`config.mk`:
```
export PLATFORM = sky130hd
export DESIGN_NAME = quad_oneshot_timer
export DESIGN_NICKNAME = d
export VERILOG_FILES = /design/src/qtimer_pkg.sv /design/src/qtimer_prescaler.sv /design/src/qtimer_sync.sv /design/src/quad_oneshot_timer.sv
export SDC_FILE = /design/constraint.sdc
export NUM_CORES = 1
export LEC_CHECK = 0
export BUFFER_PORTS_ARGS = -buffer_cell sky130_fd_sc_hd__buf_2
export CELL_PAD_IN_SITES_DETAIL_PLACEMENT = 1
export CELL_PAD_IN_SITES_GLOBAL_PLACEMENT = 1
export CORE_MARGIN = 2
export CORE_UTILIZATION = 25
export CTS_CLUSTER_DIAMETER = 60
export DETAILED_ROUTE_END_ITERATION = 8
export PLACE_DENSITY_LB_ADDON = 0.1
export SLEW_MARGIN = 30
export SYNTH_ARGS = -nofsm -noshare
export SYNTH_HDL_FRONTEND = slang
export SYNTH_SLANG_ARGS = --single-unit
export TNS_END_PERCENT = 5
```
`constraint.sdc`:
```
create_clock -name clk_i -period 5.2 [get_ports clk_i]
set_input_delay 0.52 -clock clk_i [delete_from_list [all_inputs] [get_ports clk_i]]
set_output_delay 0.52 -clock clk_i [all_outputs]
set_load 0.05 [all_outputs]
```
`src/qtimer_pkg.sv`:
```
package qtimer_pkg;

	////////////////////////////////////////////////////////////////////////
	// register map, byte addresses on the 32-bit bus
	localparam logic [11:0] ADDR_COUNTER = 12'h300;
	localparam logic [11:0] ADDR_CONTROL = 12'h304;
	localparam logic [11:0] ADDR_STATUS = 12'h308;
	localparam logic [11:0] ADDR_RELOAD = 12'h30C;
	localparam logic [11:0] ADDR_MODE = 12'h338;

	localparam logic [1:0] RESP_OKAY = 2'h0;
	localparam logic [1:0] RESP_SLVERR = 2'h2;

	////////////////////////////////////////////////////////////////////////
	// field encodings and reset values
	localparam logic [1:0] MODE_EVENT = 2'h1;
	localparam logic [1:0] MODE_ONESHOT = 2'h2;

	localparam logic [1:0] TRIG_PIN = 2'h0;
	localparam logic [1:0] TRIG_TIMER_B = 2'h1;
	localparam logic [1:0] TRIG_PREV = 2'h2;
	localparam logic [1:0] TRIG_NEXT = 2'h3;

	localparam logic [15:0] COUNT_MAX = 16'hFFFF;
	localparam logic [15:0] COUNT_ZERO = 16'h0000;
	localparam logic [15:0] COUNT_ONE = 16'h0001;
	localparam logic [15:0] ONESHOT_READ_VALUE = 16'h0000;
	localparam logic [15:0] RELOAD_RESET = 16'h0000;

	localparam int CHANNEL_NORMAL = 2;
	localparam int CHANNEL_ZPHASE = 3;
	localparam int CHANNEL_X4 = 4;

	// count-source divide ratios, selected by a 2-bit field
	localparam logic [7:0] DIV_SEL0 = 8'h01;
	localparam logic [7:0] DIV_SEL1 = 8'h08;
	localparam logic [7:0] DIV_SEL2 = 8'h20;
	localparam logic [7:0] DIV_SEL3 = 8'h40;

	////////////////////////////////////////////////////////////////////////
	// register layouts
	typedef struct packed {
		logic decoding_select;
		logic count_type_select;
		logic width_select;
		logic trigger_select;
		logic trigger_edge_select;
		logic pulse_output_select;
		logic [1:0] operation_mode;
	} mode_t;

	typedef struct packed {
		logic [1:0] alt_source;
		logic source_extension_bit;
		logic [1:0] trigger_source;
		logic output_polarity_bit;
		logic edge_polarity_bit;
		logic two_phase_enable;
		logic zphase_init_enable;
		logic oneshot_start_bit;
		logic run_enable_bit;
	} control_t;

	localparam logic [7:0] MODE_RESET = 8'h00;
	localparam logic [10:0] CONTROL_RESET = 11'h0;

	// synchronised pins
	typedef struct packed {
		logic zphase;
		logic out_pin;
		logic in_pin;
	} pins_t;

endpackage

```
`src/qtimer_prescaler.sv`:
```
`timescale 1ns/100ps
`default_nettype none

// count-source divider: one-cycle tick every selected ratio of clocks
module qtimer_prescaler #(
	parameter logic [7:0] DIV0 = qtimer_pkg::DIV_SEL0,
	parameter logic [7:0] DIV1 = qtimer_pkg::DIV_SEL1,
	parameter logic [7:0] DIV2 = qtimer_pkg::DIV_SEL2,
	parameter logic [7:0] DIV3 = qtimer_pkg::DIV_SEL3
) (
	// system
	input wire logic clk_i,
	input wire logic sys_rst_i,
	// control
	input wire logic [1:0] sel_i,
	output logic tick_o
);

	logic [7:0] div_q;
	logic [7:0] ratio;
	logic wrap;

	if (DIV0 == 8'h00 || DIV1 == 8'h00 || DIV2 == 8'h00 || DIV3 == 8'h00) begin : g_bad_div
		$error("qtimer_prescaler: divide ratios must be non-zero");
	end

	assign ratio = (sel_i == 2'h0) ? DIV0 : (sel_i == 2'h1) ? DIV1 : (sel_i == 2'h2) ? DIV2 : DIV3;
	assign wrap = (div_q >= ratio - 8'h01);

	always_ff @(posedge clk_i or posedge sys_rst_i) begin
		if (sys_rst_i) begin
			div_q <= 8'h00;
			tick_o <= 1'b0;
		end else begin
			div_q <= wrap ? 8'h00 : div_q + 8'h01;
			tick_o <= wrap;
		end
	end

endmodule // qtimer_prescaler

`default_nettype wire

```
`src/qtimer_sync.sv`:
```
`timescale 1ns/100ps
`default_nettype none

// two-stage synchroniser, one per bit
module qtimer_sync #(
	parameter int WIDTH = 3
) (
	// system
	input wire logic clk_i,
	input wire logic sys_rst_i,
	// data
	input wire logic [WIDTH-1:0] d_i,
	output logic [WIDTH-1:0] q_o
);

	logic [WIDTH-1:0] meta_q;

	if (WIDTH < 1) begin : g_bad_width
		$error("qtimer_sync: WIDTH must be at least 1");
	end

	always_ff @(posedge clk_i or posedge sys_rst_i) begin
		if (sys_rst_i) begin
			meta_q <= '0;
			q_o <= '0;
		end else begin
			meta_q <= d_i;
			q_o <= meta_q;
		end
	end

endmodule // qtimer_sync

`default_nettype wire

```
`src/quad_oneshot_timer.sv`:
```
`timescale 1ns/100ps
`default_nettype none

// Function
// - two-phase mode counts both pins; their phase sets up or down
// - overflow or underflow reloads in reload type, wraps in free-run type
// - reload type gives FFFFh-n+1 counts up and n+1 counts down
// - run-enable starts and stops; every overflow or underflow raises an interrupt
// - counter write while stopped loads both; while running only the reload register
// - decoding select works only on the third channel; second normal, fourth by four
// - normal decoding counts input-pin edges while output pin is high
// - multiply-by-4 counts every edge, direction from input-pin edge while output high
// - Z-phase clears counter, third channel, free-run and multiply-by-4 only
// - Z edge picked by polarity bit; clear happens at next count timing
// - overflow coinciding with Z clear gives two interrupt requests back to back
// - one-shot counts down, reloads and stops at zero; retrigger reloads
// - one-shot pulse lasts n periods; setting zero never runs
// - one-shot starts on pin edge, timer events or software start bit
// - one-shot interrupt at zero; clearing run-enable also stops it
// - one-shot counter read returns a fixed undefined value
// - one-shot write before first count tick loads both, later only reload
// - pulse output low when stopped, high when counting, inverted by polarity
// - trigger edge select works only with trigger select and pin source
// - one-shot source select b7-b6 used only when extension bit is zero
module quad_oneshot_timer #(
	parameter int CHANNEL_INDEX = qtimer_pkg::CHANNEL_ZPHASE
) (
	// system
	input wire logic clk_i,
	input wire logic sys_rst_i,
	// axi4-lite write address and data
	input wire logic [11:0] s_axi_awaddr_i,
	input wire logic s_axi_awvalid_i,
	output logic s_axi_awready_o,
	input wire logic [31:0] s_axi_wdata_i,
	input wire logic [3:0] s_axi_wstrb_i,
	input wire logic s_axi_wvalid_i,
	output logic s_axi_wready_o,
	// axi4-lite write response
	output logic [1:0] s_axi_bresp_o,
	output logic s_axi_bvalid_o,
	input wire logic s_axi_bready_i,
	// axi4-lite read
	input wire logic [11:0] s_axi_araddr_i,
	input wire logic s_axi_arvalid_i,
	output logic s_axi_arready_o,
	output logic [31:0] s_axi_rdata_o,
	output logic [1:0] s_axi_rresp_o,
	output logic s_axi_rvalid_o,
	input wire logic s_axi_rready_i,
	// pins
	input wire logic channel_input_pin_i,
	input wire logic channel_output_pin_i,
	input wire logic zphase_pin_i,
	output logic channel_output_pin_o,
	output logic channel_output_pin_oe_o,
	// neighbouring timer events, same clock
	input wire logic timer_b_event_i,
	input wire logic prev_channel_event_i,
	input wire logic next_channel_event_i,
	// interrupt request, one-cycle pulse
	output logic irq_o
);

	if (CHANNEL_INDEX < qtimer_pkg::CHANNEL_NORMAL || CHANNEL_INDEX > qtimer_pkg::CHANNEL_X4)
	begin : g_bad_channel
		$error("quad_oneshot_timer: CHANNEL_INDEX must be 2, 3 or 4");
	end

	typedef enum logic [2:0] {
		OS_STOP = 3'b001,
		OS_ARMED = 3'b010,
		OS_COUNT = 3'b100
	} os_state_t;

	function automatic logic [4:0] reg_sel(input logic [11:0] addr);
		reg_sel = {addr == qtimer_pkg::ADDR_MODE, addr == qtimer_pkg::ADDR_RELOAD,
			addr == qtimer_pkg::ADDR_STATUS, addr == qtimer_pkg::ADDR_CONTROL,
			addr == qtimer_pkg::ADDR_COUNTER};
	endfunction

	////////////////////////////////////////////////////////////////////////
	// state
	qtimer_pkg::mode_t mode_q;
	qtimer_pkg::control_t ctrl_q;
	qtimer_pkg::pins_t pin_s, pin_q;
	os_state_t os_q, os_d;
	logic [15:0] cnt_q, cnt_d, reload_q;
	logic dir_q, zpend_q, irq_pend_q, sw_start_q;
	logic aw_held_q, w_held_q;
	logic [11:0] awaddr_q;
	logic [31:0] wdata_q;
	logic [3:0] wstrb_q;

	////////////////////////////////////////////////////////////////////////
	// pin synchronisation and edges
	// two-flop synchronisers
	qtimer_sync #(
		.WIDTH(3)
	) u_sync (
		.clk_i(clk_i),
		.sys_rst_i(sys_rst_i),
		.d_i({zphase_pin_i, channel_output_pin_i, channel_input_pin_i}),
		.q_o(pin_s)
	);

	wire a_rise = pin_s.in_pin & ~pin_q.in_pin;
	wire a_fall = ~pin_s.in_pin & pin_q.in_pin;
	wire a_edge = a_rise | a_fall;
	wire b_edge = pin_s.out_pin ^ pin_q.out_pin;
	wire b_hi = pin_s.out_pin;
	wire z_rise = pin_s.zphase & ~pin_q.zphase;
	wire z_fall = ~pin_s.zphase & pin_q.zphase;

	////////////////////////////////////////////////////////////////////////
	// two-phase decoding
	wire run = ctrl_q.run_enable_bit;
	wire free = mode_q.count_type_select;
	wire two_phase = (mode_q.operation_mode == qtimer_pkg::MODE_EVENT) && ctrl_q.two_phase_enable;
	wire oneshot = (mode_q.operation_mode == qtimer_pkg::MODE_ONESHOT);
	wire x4 = (CHANNEL_INDEX == qtimer_pkg::CHANNEL_X4)
		|| (CHANNEL_INDEX == qtimer_pkg::CHANNEL_ZPHASE && mode_q.decoding_select);
	// normal decoding counts input-pin edges while output pin high
	wire norm_evt = b_hi & a_edge;
	// every edge of both phases, direction latched from input-pin edge
	wire x4_evt = a_edge | b_edge;
	wire x4_up = (a_edge & b_hi) ? a_rise : dir_q;
	wire qd_evt = two_phase & run & (x4 ? x4_evt : norm_evt);
	wire qd_up = x4 ? x4_up : a_rise;
	wire at_limit = qd_up ? (cnt_q == qtimer_pkg::COUNT_MAX) : (cnt_q == qtimer_pkg::COUNT_ZERO);
	wire [15:0] wrap_val = qd_up ? qtimer_pkg::COUNT_ZERO : qtimer_pkg::COUNT_MAX;
	wire [15:0] step_val = qd_up ? cnt_q + qtimer_pkg::COUNT_ONE : cnt_q - qtimer_pkg::COUNT_ONE;
	// reload type or free-run wrap; gives n-dependent count lengths
	wire [15:0] qd_next = at_limit ? (free ? wrap_val : reload_q) : step_val;

	wire z_allowed = (CHANNEL_INDEX == qtimer_pkg::CHANNEL_ZPHASE) && two_phase && free && x4
		&& ctrl_q.zphase_init_enable;
	// edge by polarity, clear at next count timing
	wire z_edge = ctrl_q.edge_polarity_bit ? z_rise : z_fall;
	wire z_clear = qd_evt & zpend_q;
	// an edge landing with the clearing count stays pending
	wire zpend_d = z_allowed & (z_edge | (zpend_q & ~qd_evt));

	////////////////////////////////////////////////////////////////////////
	// one-shot triggers and count source
	// b7-b6 pick the source only while the extension bit is zero
	wire [1:0] src_sel = ctrl_q.source_extension_bit ? ctrl_q.alt_source
		: {mode_q.decoding_select, mode_q.count_type_select};
	logic src_tick;

	qtimer_prescaler u_div (
		.clk_i(clk_i),
		.sys_rst_i(sys_rst_i),
		.sel_i(src_sel),
		.tick_o(src_tick)
	);

	// edge select applies to the pin source only
	wire pin_trig = mode_q.trigger_edge_select ? a_rise : a_fall;
	wire hw_trig = (ctrl_q.trigger_source == qtimer_pkg::TRIG_PIN) ? pin_trig
		: (ctrl_q.trigger_source == qtimer_pkg::TRIG_TIMER_B) ? timer_b_event_i
		: (ctrl_q.trigger_source == qtimer_pkg::TRIG_PREV) ? prev_channel_event_i
		: next_channel_event_i;
	// hardware or software start with run-enable set
	wire os_trig = oneshot & run & ((mode_q.trigger_select & hw_trig) | sw_start_q);
	wire os_running = (os_q != OS_STOP);
	wire os_last = (cnt_q[15:1] == 15'h0);
	wire os_done = oneshot & run & os_running & ~os_trig & src_tick & os_last;

	////////////////////////////////////////////////////////////////////////
	// bus decode
	wire aw_hs = s_axi_awvalid_i & s_axi_awready_o;
	wire w_hs = s_axi_wvalid_i & s_axi_wready_o;
	wire ar_hs = s_axi_arvalid_i & s_axi_arready_o;
	wire wr_do = aw_held_q & w_held_q & ~s_axi_bvalid_o;
	wire [4:0] wsel = reg_sel(awaddr_q);
	wire [4:0] rsel = reg_sel(s_axi_araddr_i);
	wire cnt_wr = wr_do & wsel[0] & (wstrb_q[1:0] != 2'b00);
	wire [15:0] wr_cnt_val = {wstrb_q[1] ? wdata_q[15:8] : reload_q[15:8],
		wstrb_q[0] ? wdata_q[7:0] : reload_q[7:0]};
	// two-phase write reaches the counter only while stopped
	// one-shot write reaches the counter until the first tick
	wire cnt_load = oneshot ? (os_q != OS_COUNT) : ~run;
	wire aw_held_d = (aw_held_q | aw_hs) & ~wr_do;
	wire w_held_d = (w_held_q | w_hs) & ~wr_do;
	wire bvalid_d = (s_axi_bvalid_o & ~s_axi_bready_i) | wr_do;
	wire rvalid_d = (s_axi_rvalid_o & ~s_axi_rready_i) | ar_hs;
	qtimer_pkg::control_t ctrl_rd;
	always_comb begin
		ctrl_rd = ctrl_q;
		ctrl_rd.oneshot_start_bit = 1'b0;
	end
	wire [15:0] cnt_rd = oneshot ? qtimer_pkg::ONESHOT_READ_VALUE : cnt_q;
	wire [31:0] rd_val = rsel[0] ? {16'h0000, cnt_rd}
		: rsel[1] ? {21'h0, ctrl_rd}
		: rsel[2] ? {29'h0, zpend_q, dir_q, os_running | (two_phase & run)}
		: rsel[3] ? {16'h0000, reload_q}
		: rsel[4] ? {24'h000000, mode_q}
		: 32'h00000000;

	////////////////////////////////////////////////////////////////////////
	// counter and one-shot sequencing
	always_comb begin
		cnt_d = cnt_q;
		os_d = os_q;
		if (oneshot) begin
			unique case (os_q)
				OS_STOP: begin
					if (os_trig && reload_q != qtimer_pkg::COUNT_ZERO) begin
						cnt_d = reload_q;
						os_d = OS_ARMED;
					end
				end
				OS_ARMED, OS_COUNT: begin
					if (!run) begin
						os_d = OS_STOP;
					end else if (os_trig) begin
						cnt_d = reload_q;
						os_d = (reload_q == qtimer_pkg::COUNT_ZERO) ? OS_STOP : os_q;
					// reload and stop on reaching zero
					end else if (os_done) begin
						cnt_d = reload_q;
						os_d = OS_STOP;
					end else if (src_tick) begin
						cnt_d = cnt_q - qtimer_pkg::COUNT_ONE;
						os_d = OS_COUNT;
					end
				end
				default: os_d = OS_STOP;
			endcase
		end else begin
			os_d = OS_STOP;
			// clear to zero at the count timing
			if (z_clear) begin
				cnt_d = qtimer_pkg::COUNT_ZERO;
			end else if (qd_evt) begin
				cnt_d = qd_next;
			end
		end
		if (cnt_wr && cnt_load) begin
			cnt_d = wr_cnt_val;
		end
	end

	always_ff @(posedge clk_i or posedge sys_rst_i) begin
		if (sys_rst_i) begin
			pin_q <= '0;
			cnt_q <= qtimer_pkg::COUNT_ZERO;
			os_q <= OS_STOP;
			dir_q <= 1'b0;
			zpend_q <= 1'b0;
			irq_pend_q <= 1'b0;
			irq_o <= 1'b0;
			channel_output_pin_o <= 1'b0;
			channel_output_pin_oe_o <= 1'b0;
		end else begin
			pin_q <= pin_s;
			cnt_q <= cnt_d;
			os_q <= os_d;
			if (qd_evt) begin
				dir_q <= qd_up;
			end
			zpend_q <= zpend_d;
			irq_pend_q <= z_clear & at_limit;
			// interrupt on overflow or underflow; at one-shot zero
			irq_o <= (qd_evt & at_limit) | irq_pend_q | os_done;
			// pulse level from running state and polarity
			channel_output_pin_o <= (os_d != OS_STOP) ^ ctrl_q.output_polarity_bit;
			channel_output_pin_oe_o <= oneshot & mode_q.pulse_output_select;
		end
	end

	////////////////////////////////////////////////////////////////////////
	// register file and bus slave
	always_ff @(posedge clk_i or posedge sys_rst_i) begin
		if (sys_rst_i) begin
			mode_q <= qtimer_pkg::MODE_RESET;
			ctrl_q <= qtimer_pkg::CONTROL_RESET;
			reload_q <= qtimer_pkg::RELOAD_RESET;
			sw_start_q <= 1'b0;
		end else begin
			sw_start_q <= wr_do & wsel[1] & wstrb_q[0] & wdata_q[1];
			if (cnt_wr) begin
				reload_q <= wr_cnt_val;
			end
			if (wr_do && wsel[4] && wstrb_q[0]) begin
				mode_q <= wdata_q[7:0];
			end
			if (wr_do && wsel[1]) begin
				if (wstrb_q[0]) begin
					ctrl_q[7:0] <= {wdata_q[7:2], 1'b0, wdata_q[0]};
				end
				if (wstrb_q[1]) begin
					ctrl_q[10:8] <= wdata_q[10:8];
				end
			end
		end
	end

	always_ff @(posedge clk_i or posedge sys_rst_i) begin
		if (sys_rst_i) begin
			aw_held_q <= 1'b0;
			w_held_q <= 1'b0;
			awaddr_q <= 12'h000;
			wdata_q <= 32'h00000000;
			wstrb_q <= 4'h0;
			s_axi_awready_o <= 1'b0;
			s_axi_wready_o <= 1'b0;
			s_axi_bvalid_o <= 1'b0;
			s_axi_bresp_o <= qtimer_pkg::RESP_OKAY;
			s_axi_arready_o <= 1'b0;
			s_axi_rvalid_o <= 1'b0;
			s_axi_rdata_o <= 32'h00000000;
			s_axi_rresp_o <= qtimer_pkg::RESP_OKAY;
		end else begin
			aw_held_q <= aw_held_d;
			w_held_q <= w_held_d;
			if (aw_hs) begin
				awaddr_q <= {s_axi_awaddr_i[11:2], 2'b00};
			end
			if (w_hs) begin
				wdata_q <= s_axi_wdata_i;
				wstrb_q <= s_axi_wstrb_i;
			end
			s_axi_awready_o <= ~aw_held_d;
			s_axi_wready_o <= ~w_held_d;
			s_axi_bvalid_o <= bvalid_d;
			if (wr_do) begin
				s_axi_bresp_o <= (wsel != 5'h00) ? qtimer_pkg::RESP_OKAY : qtimer_pkg::RESP_SLVERR;
			end
			s_axi_rvalid_o <= rvalid_d;
			s_axi_arready_o <= ~rvalid_d;
			if (ar_hs) begin
				s_axi_rdata_o <= rd_val;
				s_axi_rresp_o <= (rsel != 5'h00) ? qtimer_pkg::RESP_OKAY : qtimer_pkg::RESP_SLVERR;
			end
		end
	end
endmodule // quad_oneshot_timer

`default_nettype wire

```
* After elaboration in Yosys (flattened, before gate mapping)
Index checks and enable logic that the tools add are counted.
Word-level totals: output and inout port bits 44, bits of input ports 73, logic and storage cells 208, flip-flop bits (word level) 149
Cells by class: mux-type cells 47, bitwise gates (word level) 61, add/sub/neg operators 4, equal/unequal tests 27, magnitude comparators 1, reduce and logical (&&, ||, !) cells 23
Operators by type and width (count):
- $mux W16 | 18
- $eq A12 B10 Y1 const B | 5
- $eq A10 B8 Y1 const B | 5
- $mux W8 | 6
- $and A1 B1 Y1 | 34
- $logic_not A16 Y1 | 2
- $pmux W16 S2 | 1
- $mux W3 | 7
- $add A16 B1 Y16 const B | 1
- $eq A16 B16 Y1 const B | 1
- $reduce_bool A16 Y1 | 1
- $sub A16 B1 Y16 const B | 1
- $logic_not A15 Y1 | 1
- $not A1 Y1 | 14
- $or A1 B1 Y1 | 11
- $mux W1 | 10
- $reduce_bool A5 Y1 | 2
- $logic_and A1 B1 Y1 | 9
- $add A8 B1 Y8 const B | 1
- $ge A8 B8 Y1 | 1
- $ne A4 B4 Y1 const B | 2
- $sub A8 B1 Y8 const B | 1
- $mux W7 | 1
- $eq A2 B1 Y1 const B | 3
- 17 further kinds | 25

* Longest topological paths before layout
Gate-level depths: netlist of run 1.
depth in word-level cells 18, depth in mapped cells 13

* Hierarchy
From an unflattened synthesis of run 1, not the netlist that was laid out.
Unflattened totals: cells, all modules 793, area total of the unflattened synthesis 7741.2 um^2
By module, submodules not included:
- quad_oneshot_timer | area an instance 7075.5 um^2, cells an instance 739, times used 1, seq. area each 2904.0 um^2
- qtimer_prescaler | area an instance 511.7 um^2, cells an instance 47, times used 1, seq. area each 225.2 um^2
- qtimer_sync | area an instance 153.9 um^2, cells an instance 7, times used 1, seq. area each 150.1 um^2

* Least setup slack after synthesis of run 1
No wires, ideal clock.
path kind register -> register, start register u_sync.q_o[0], end register cnt_q[12], arrival time 2.519 ns, setup time 0.065 ns, cell stages (with the launch flop) 12, buffers on the path 1, slack 2.616 ns, required time 5.135 ns, cell sequence dfrtp_1 inv_1 ha_1 nand2b_1 a21boi_1 or2_1 clkbuf_1 nand4_1 nand2_2 o21ai_1 o2111ai_1 o221a_2
On the way: longest elaborated chain between the ends 17
Ends and longest elaborated chain:
- start, declared | line qtimer_sync.sv:13 | output logic [WIDTH-1:0] q_o
- start signal, assigned | line qtimer_sync.sv:28 | q_o <= meta_q;
- $not A1 Y1 | line quad_oneshot_timer.sv:108 | wire a_fall = ~pin_s.in_pin & pin_q.in_pin;
- $and A1 B1 Y1 | line quad_oneshot_timer.sv:108
- $mux W1 | line quad_oneshot_timer.sv:159 | wire pin_trig = mode_q.trigger_edge_select ? a_rise : a_fall;
- $mux W1 | line quad_oneshot_timer.sv:160 | wire hw_trig = (ctrl_q.trigger_source == qtimer_pkg::TRIG_PIN) ? pin_trig
- $and A1 B1 Y1 | line quad_oneshot_timer.sv:165 | wire os_trig = oneshot & run & ((mode_q.trigger_select & hw_trig) | sw_start_q);
- $or A1 B1 Y1 | line quad_oneshot_timer.sv:165
- $and A1 B1 Y1 | line quad_oneshot_timer.sv:165
- $not A1 Y1 | line quad_oneshot_timer.sv:168 | wire os_done = oneshot & run & os_running & ~os_trig & src_tick & os_last;
- $and A1 B1 Y1 (3 in series) | line quad_oneshot_timer.sv:168
- $mux W16 | line quad_oneshot_timer.sv:221 | end else if (os_done) begin
- $mux W16 | line quad_oneshot_timer.sv:217 | end else if (os_trig) begin
- $mux W16 | line quad_oneshot_timer.sv:215 | if (!run) begin
- $pmux W16 S2 | line quad_oneshot_timer.sv:207 | unique case (os_q)
- $mux W16 | line quad_oneshot_timer.sv:206 | if (oneshot) begin
- $mux W16 | line quad_oneshot_timer.sv:240 | if (cnt_wr && cnt_load) begin
- end signal, assigned | line quad_oneshot_timer.sv:248 | cnt_q <= qtimer_pkg::COUNT_ZERO;
- end signal, assigned | line quad_oneshot_timer.sv:258 | cnt_q <= cnt_d;
- end, declared | line quad_oneshot_timer.sv:88 | logic [15:0] cnt_q, cnt_d, reload_q;
Parallel ways exist; a longest one is shown, timed or not. The select of a mux whose other input is x is not followed. A chain may end at the register's enable or synchronous reset.

* Final worst setup path of run 1
start register cnt_q[7], end register cnt_q[3]
On the way: longest elaborated chain between the ends 8
Ends and longest elaborated chain:
- $logic_not A15 Y1 | line quad_oneshot_timer.sv:167 | wire os_last = (cnt_q[15:1] == 15'h0);
- $and A1 B1 Y1 | line quad_oneshot_timer.sv:168
- $mux W16 | line quad_oneshot_timer.sv:221
- $mux W16 | line quad_oneshot_timer.sv:217
- $mux W16 | line quad_oneshot_timer.sv:215
- $pmux W16 S2 | line quad_oneshot_timer.sv:207
- $mux W16 | line quad_oneshot_timer.sv:206
- $mux W16 | line quad_oneshot_timer.sv:240
Parallel ways exist; a longest one is shown, timed or not. The select of a mux whose other input is x is not followed.

==> reports/qor.yml, run 1 <==
synth:
  yosys_most_used_dff: "dfrtp_1"
  synthArstFlopShare: 1.000
  syn_area_per_cell_um2: 10.24
  post_synth_num_cell_types: 73
  synth_cells: 719
  syn-cell-area_mm2: 0.007360
  ys_ff_latch: 131
  seq_area_frac_synth: 0.4456
  synth-edff-count: 0
  ys_warn_count: 0
global_route:
  grt.total_usage: 0.1630
  grt_use_met2: 0.2625
  use_met1: 0.2224
  grtUsageMet3: 0.02857
  grt_max_degree: 97
  grt_pass1_vias: 6364
  antenna_found_initial: 0
  grt.busiest_layer: "met2"
  gr-total-overflow: 0
  grt_first_pass_wirelength_um: 38160
clocking:
  htreeDepth: 4
  clock-sinks: 131
  cts_buffer_depth: 2
  cts_root_buf: "clkbuf_16"
  hold_buffers: 0
  clkTransAtPathRegs_ps: 70
  worstSkewPairLatency_ps: 430
  cts_repair_resize_count: 0
  post_cts_buffers: 0
  cts_made_buffers: 17
  cts_tree: "built"
worst_setup_path:
  end_kind: "register"
  ff2ff_path_depth: 8
  startpoint_type: "register"
  arrival_ps: 4120
  slowest_stage: "nor4_1"
  slowest_delay_ps: 640
  path_max_fanout: 21
  crit_chain: "nor4_1, nand3b_1, nor4b_4, or3_4, o32a_2, and2_4, o221ai_2, o221a_2"
  worstPathRequired_ps: 5510
  criticalPathCategory: "register to register"
routing:
  wire_per_inst_um: 20.61
  wirelength_um: 24240
  num_vias: 5904
  initialDrtViolationCount: 345
  antenna_violating_nets_post_route: 0
  firstDrtPassIters: 5
  via_per_inst: 5.020
  drc: 0
die:
  io_pins: 117
  die_w_um: 175.6
  fp-row-count: 62
  die_h_um: 175.6
  core_area_mm2: 0.02886
  dieArea_mm2: 0.03083
  initial_core_util: 0.2550
finish:
  final_nets: 864
  fin_area_mm2: 0.008643
  layout-drive-gt1-share: 0.2854
  fin_cells: 1176
  multiInputGateArea_mm2: 0.003719
  syn2layout_area_growth_pct: 17.44
  diodes: 0
  seqCellArea_mm2: 0.003279
  n_fill_cell: 3303
pwr:
  peakVddDrop_mv: 0.2375
  p_leak_uw: 0.003703
  p_per_area_mw_per_mm2: 449.6
sta:
  tightestPinTransition_ps: 912.3
  slew_viol_final: 0
  finalSetupTns_ps: 0
  hold_viol: 0
  setup_viol: 0
  relSlewSlack: 0.3918
  timing.hold.ws_ps: 194.7
  min_period_ps: 3811
  rsz0062_at_grt: "no"
  max_freq_mhz: 262.4
  period_share: 0.7328
  fin_skew_ps: 8.912
placed_design:
  gp_congestion: 0.8215
  place_area_mm2: 0.008020
  hpwlAfterDp_um: 17300
  io_buffers: 78
  post-place-cells: 1144
min_path:
  whs_path_depth: 1
  min_path_type: "input pin to register"
flow_run:
  cap_violations: 0
outcome:
  status: "complete, no violations"
==> worst paths after layout <==
kind / startpoint / endpoint / slack (ps)
worst min-delay path: channel_input_pin_i / u_sync.meta_q[0]$_DFF_PP0_ / 190
worst max-delay path: cnt_q[7]$_DFFE_PP0P_ / cnt_q[3]$_DFFE_PP0P_ / 1390
worst max register to register: cnt_q[7]$_DFFE_PP0P_ / cnt_q[3]$_DFFE_PP0P_ / 1390
worst min register to register: u_sync.meta_q[0]$_DFF_PP0_ / u_sync.q_o[0]$_DFF_PP0_ / 350
max in group asynchronous: sys_rst_i / cnt_q[14]$_DFFE_PP0P_ / 4030
min in group asynchronous: sys_rst_i / awaddr_q[6]$_DFFE_PP0P_ / 200
==> final cells by class <==
cell class	instances	area share
Multi-Input combinational cell	520	0.4302
Sequential cell	131	0.3794
Tap cell	384	0.05559
Timing Repair Buffer	86	0.05211
Clock buffer	18	0.04965
Clock inverter	14	0.02215
Inverter	23	0.01086
==> layer usage <==
metal	vias up	wire length, um
met3	24	1135
met5	-	0
li1	2703	-
met1	3026	11430
met4	0	460
met2	151	11220
==> critical path, delay by kind of cell, from the launching register on <==
family / cells / cell delay, ps
AND/OR/NAND/NOR: 5 / 2360
AO/OA/AOI/OAI: 3 / 830
flip-flops: 1 / 500
==> cell usage after synthesis, types with 8 or more instances <==
| cell | instances | share of area |
|---|---|---|
| dfrtp_1 | 130 | 0.44 |
| mux2_2 | 71 | 0.11 |
| nand2_1 | 58 | 0.030 |
| nor2_1 | 41 | 0.021 |
| o21ai_0 | 34 | 0.023 |
| clkbuf_1 | 30 | 0.015 |
| a21oi_1 | 27 | 0.018 |
| inv_1 | 23 | 0.012 |
| xnor2_1 | 23 | 0.027 |
| buf_4 | 19 | 0.019 |
| a31oi_1 | 13 | 0.011 |
| o21ai_1 | 13 | 0.0088 |
| ha_1 | 12 | 0.020 |
| nor3_1 | 11 | 0.0075 |
| o211ai_1 | 11 | 0.011 |
| a21oi_2 | 10 | 0.012 |
| nor4_1 | 10 | 0.0085 |
| o22ai_1 | 10 | 0.0085 |
| a22oi_1 | 9 | 0.0092 |
| and3_1 | 9 | 0.0076 |
| nand3_1 | 9 | 0.0061 |
| xor2_1 | 9 | 0.011 |
| a222oi_1 | 8 | 0.011 |
| mux2i_1 | 8 | 0.011 |
| o2111ai_1 | 8 | 0.0095 |
==> cell families after synthesis <==
logic type                 share of synthesized area
muxes                                         0.1226
adders and majority gates                    0.02040
AOI/OAI and AO/OA                             0.1731
other                                      0.0005095
buffers and inverters                        0.05933
DFF                                           0.4456
and+or+nand+nor                               0.1404
xor gates and xnor gates                     0.03808
==> cell usage in the layout (no fill, tap or decap), types with 4 or more instances in the layout <==
master,n
a221oi_1,5
nand3_1,9
and2_1,4
inv_1,22
o22ai_1,10
dfrtp_1,130
nand2b_1,6
nand2_1,58
mux2_2,71
and3_1,9
o21ai_1,13
a22oi_1,9
a21oi_1,26
ha_1,12
nor2_1,41
o21a_1,4
buf_4,8
inv_8,4
a2bb2oi_1,4
o2111ai_1,8
o211ai_1,11
conb_1,19
clkbuf_16,17
a222oi_1,8
nor3b_1,6
mux2i_1,8
buf_2,78
a21oi_2,11
xor2_1,9
nor3_1,11
a31oi_1,13
a21o_1,6
nand4_1,5
inv_6,4
o221a_2,6
xnor2_1,23
o21ai_0,34
nor4_1,10
==> metrics by stage <==
| stage | utilization | total power [uW] | worst slack [ps] |
|---|---|---|---|
| floorplan | - | 2283 | 1184 |
| global placement | 0.2777 | 2601 | 1457 |
| detailed placement | 0.2779 | 2628 | 1437 |
| CTS | 0.2994 | 3948 | 1417 |
| global route | 0.2995 | 4132 | 1174 |
| finish | 0.2995 | 3886 | 1389 |
==> power by group <==
group	leakage [uW]	switching (uW)	total (uW)	internal, uW
Combinational	0.00171	694	1180	491
Clock	0.000298	523	1300	772
Sequential	0.00169	218	1410	1190
==> state kept, by name (all words and copies together), names as in the netlist, 6 cells and up <==
name and flops:
awaddr_q 10, cnt_q 16, ctrl_q 9, mode_q 6, reload_q 16, s_axi_rdata_o 16
u_div.div_q 8, wdata_q 16
Note: power is estimated with default switching activity, not from simulation.
==> run 2, diff against run 1 <==
==> constraint.sdc (replaced) <==
create_clock -name clk_i -period 4 [get_ports clk_i]
set_input_delay 0.4 -clock clk_i [delete_from_list [all_inputs] [get_ports clk_i]]
set_output_delay 0.4 -clock clk_i [all_outputs]
set_load 0.05 [all_outputs]
==> run 2 against run 1 <==
Effect of this change: utilization is 0.22 points higher; largest cell class unchanged; first-iteration DRC count is 2.3% lower; global-route usage is 0.37 points higher; maximum frequency is 17% higher; critical path type unchanged; highest routed layer unchanged.
==> reports/qor.yml, run 2 (synthesis results as in run 1) <==
worst_setup_path:
  arrival_ps: 3560  # was 4120 ps
  path_max_fanout: 20  # was 21
  end_kind: "register"  # unchanged
  startpoint_type: "register"  # unchanged
  worstPathRequired_ps: 4310  # was 5510 ps
  criticalPathCategory: "register to register"  # unchanged
die:
  fp-row-count: 62  # unchanged
  initial_core_util: 0.2550  # unchanged
  die_h_um: 175.6  # unchanged
  io_pins: 117  # unchanged
  core_area_mm2: 0.02886  # unchanged
  die_w_um: 175.6  # unchanged
  dieArea_mm2: 0.03083  # unchanged
routing:
  drc: 0  # unchanged
  initialDrtViolationCount: 337  # was 345
  antenna_violating_nets_post_route: 0  # unchanged
  via_per_inst: 5.022  # was 5.020
  firstDrtPassIters: 7  # was 5
  wirelength_um: 24800  # was 24,240 um
  num_vias: 5976  # was 5,904
  wire_per_inst_um: 20.84  # was 20.61 um
clocking:
  cts_made_buffers: 17  # unchanged
  worstSkewPairLatency_ps: 430  # about the same
  cts_repair_resize_count: 0  # unchanged
  clock-sinks: 131  # unchanged
  cts_root_buf: "clkbuf_16"  # unchanged
  post_cts_buffers: 0  # unchanged
  htreeDepth: 4  # unchanged
  cts_tree: "built"  # unchanged
  hold_buffers: 0  # unchanged
  cts_buffer_depth: 2  # unchanged
  clkTransAtPathRegs_ps: 60  # was 70 ps
sta:
  max_freq_mhz: 307.5  # was 262.4 MHz
  finalSetupTns_ps: 0  # unchanged
  relSlewSlack: 0.3729  # was 0.3918
  setup_viol: 0  # unchanged
  rsz0062_at_grt: "no"  # unchanged
  hold_viol: 0  # unchanged
  min_period_ps: 3252  # was 3811 ps
  period_share: 0.8130  # was 0.7328
  slew_viol_final: 0  # unchanged
  tightestPinTransition_ps: 932.0  # was 912.3 ps
  fin_skew_ps: 11.76  # was 8.912 ps
pwr:
  p_per_area_mw_per_mm2: 575.9  # was 449.6 mW/mm^2
  peakVddDrop_mv: 0.3073  # was 0.2375 mV
  p_leak_uw: 0.003753  # was 0.003703 uW
  power_uw: 5015  # was 3886 uW
finish:
  layout-drive-gt1-share: 0.2944  # was 0.2854
  syn2layout_area_growth_pct: 18.31  # was 17.44%
  final_common_cell: "dfrtp_1"  # unchanged
  layout_common_cells: "130 x dfrtp_1, 78 x buf_2, 71 x mux2_2, 58 x nand2_1, 41 x nor2_1"  # unchanged
  final_nets: 877  # was 864
  fin_cells: 1190  # was 1,176
global_route:
  grt_first_pass_wirelength_um: 38990  # was 38,160 um
  grt_pass1_vias: 6369  # was 6,364
  grt_max_degree: 85  # was 97
  antenna_found_initial: 0  # unchanged
  gr-total-overflow: 0  # unchanged
  grt.total_usage: 0.1667  # was 0.1630
placed_design:
  post-place-cells: 1157  # was 1,144
  io_buffers: 78  # unchanged
  hpwlAfterDp_um: 17900  # was 17,300 um
  gp_congestion: 0.8211  # was 0.8215
outcome:
  status: "complete, no violations"  # unchanged
flow_run:
  cap_violations: 0  # unchanged
min_path:
  min_path_type: "input pin to register"  # unchanged
-- run 2: area by class of cell --
type / count / area, um^2
fill: 3288 / 20150
multi-input combinational: 520 / 3712
sequential: 131 / 3279
timing repair buffer: 99 / 548.0
tap: 384 / 480.5
clock buffer: 19 / 442.9
clock inverter: 13 / 150.1
inverter: 23 / 91.34
antenna: 1 / 2.502
-- run 2: final timing paths --
path | from | to | slack [ps] | cells after the start
setup / recovery | cnt_q[7]$_DFFE_PP0P_ | cnt_q[5]$_DFFE_PP0P_ | 750 | 9
hold / removal | channel_input_pin_i | u_sync.meta_q[0]$_DFF_PP0_ | 70 | 1
setup reg to reg | cnt_q[7]$_DFFE_PP0P_ | cnt_q[5]$_DFFE_PP0P_ | 750 | 9
hold reg to reg | u_sync.meta_q[0]$_DFF_PP0_ | u_sync.q_o[0]$_DFF_PP0_ | 350 | 0
max in group asynchronous | sys_rst_i | os_q[0]$_DFF_PP1_ | 2980 | 3
min in group asynchronous | sys_rst_i | awaddr_q[8]$_DFFE_PP0P_ | 120 | 2
-- run 2: worst max-delay path: stages, from the launching register on --
cell	delay, ps
dfrtp_1	500
nor4_1	650
nand3b_1	360
nor4b_4	330
buf_4	200
or3_4	270
o32a_2	200
buf_4	290
o2111ai_1	170
o221a_2	160
-- run 2: where the power goes --
group          switching, uW  internal, uW
logic                    927           661
registers                274          1550
clock network            662           945
-- run 2: stage by stage --
stage	cell area (um^2)	setup WS (ps)	util	hold slack, ps
final	8707	747.9	0.3017	71.76
after global placement	8110	782.7	0.2810	342.2
after global routing	8705	489.1	0.3016	64.17
after detailed placement	8112	747.1	0.2811	336.3
after CTS	8705	726.9	0.3016	56.25
after floorplan	7427	104.0	-	331.2
-- run 2: routing by layer --
metal,GRT usage,wire (um),up-vias
li1,-,-,2746
met5,0,0,-
met4,0.04063,293,0
met1,0.2320,11790,3083
met2,0.2680,11570,126
met3,0.03052,1140,21
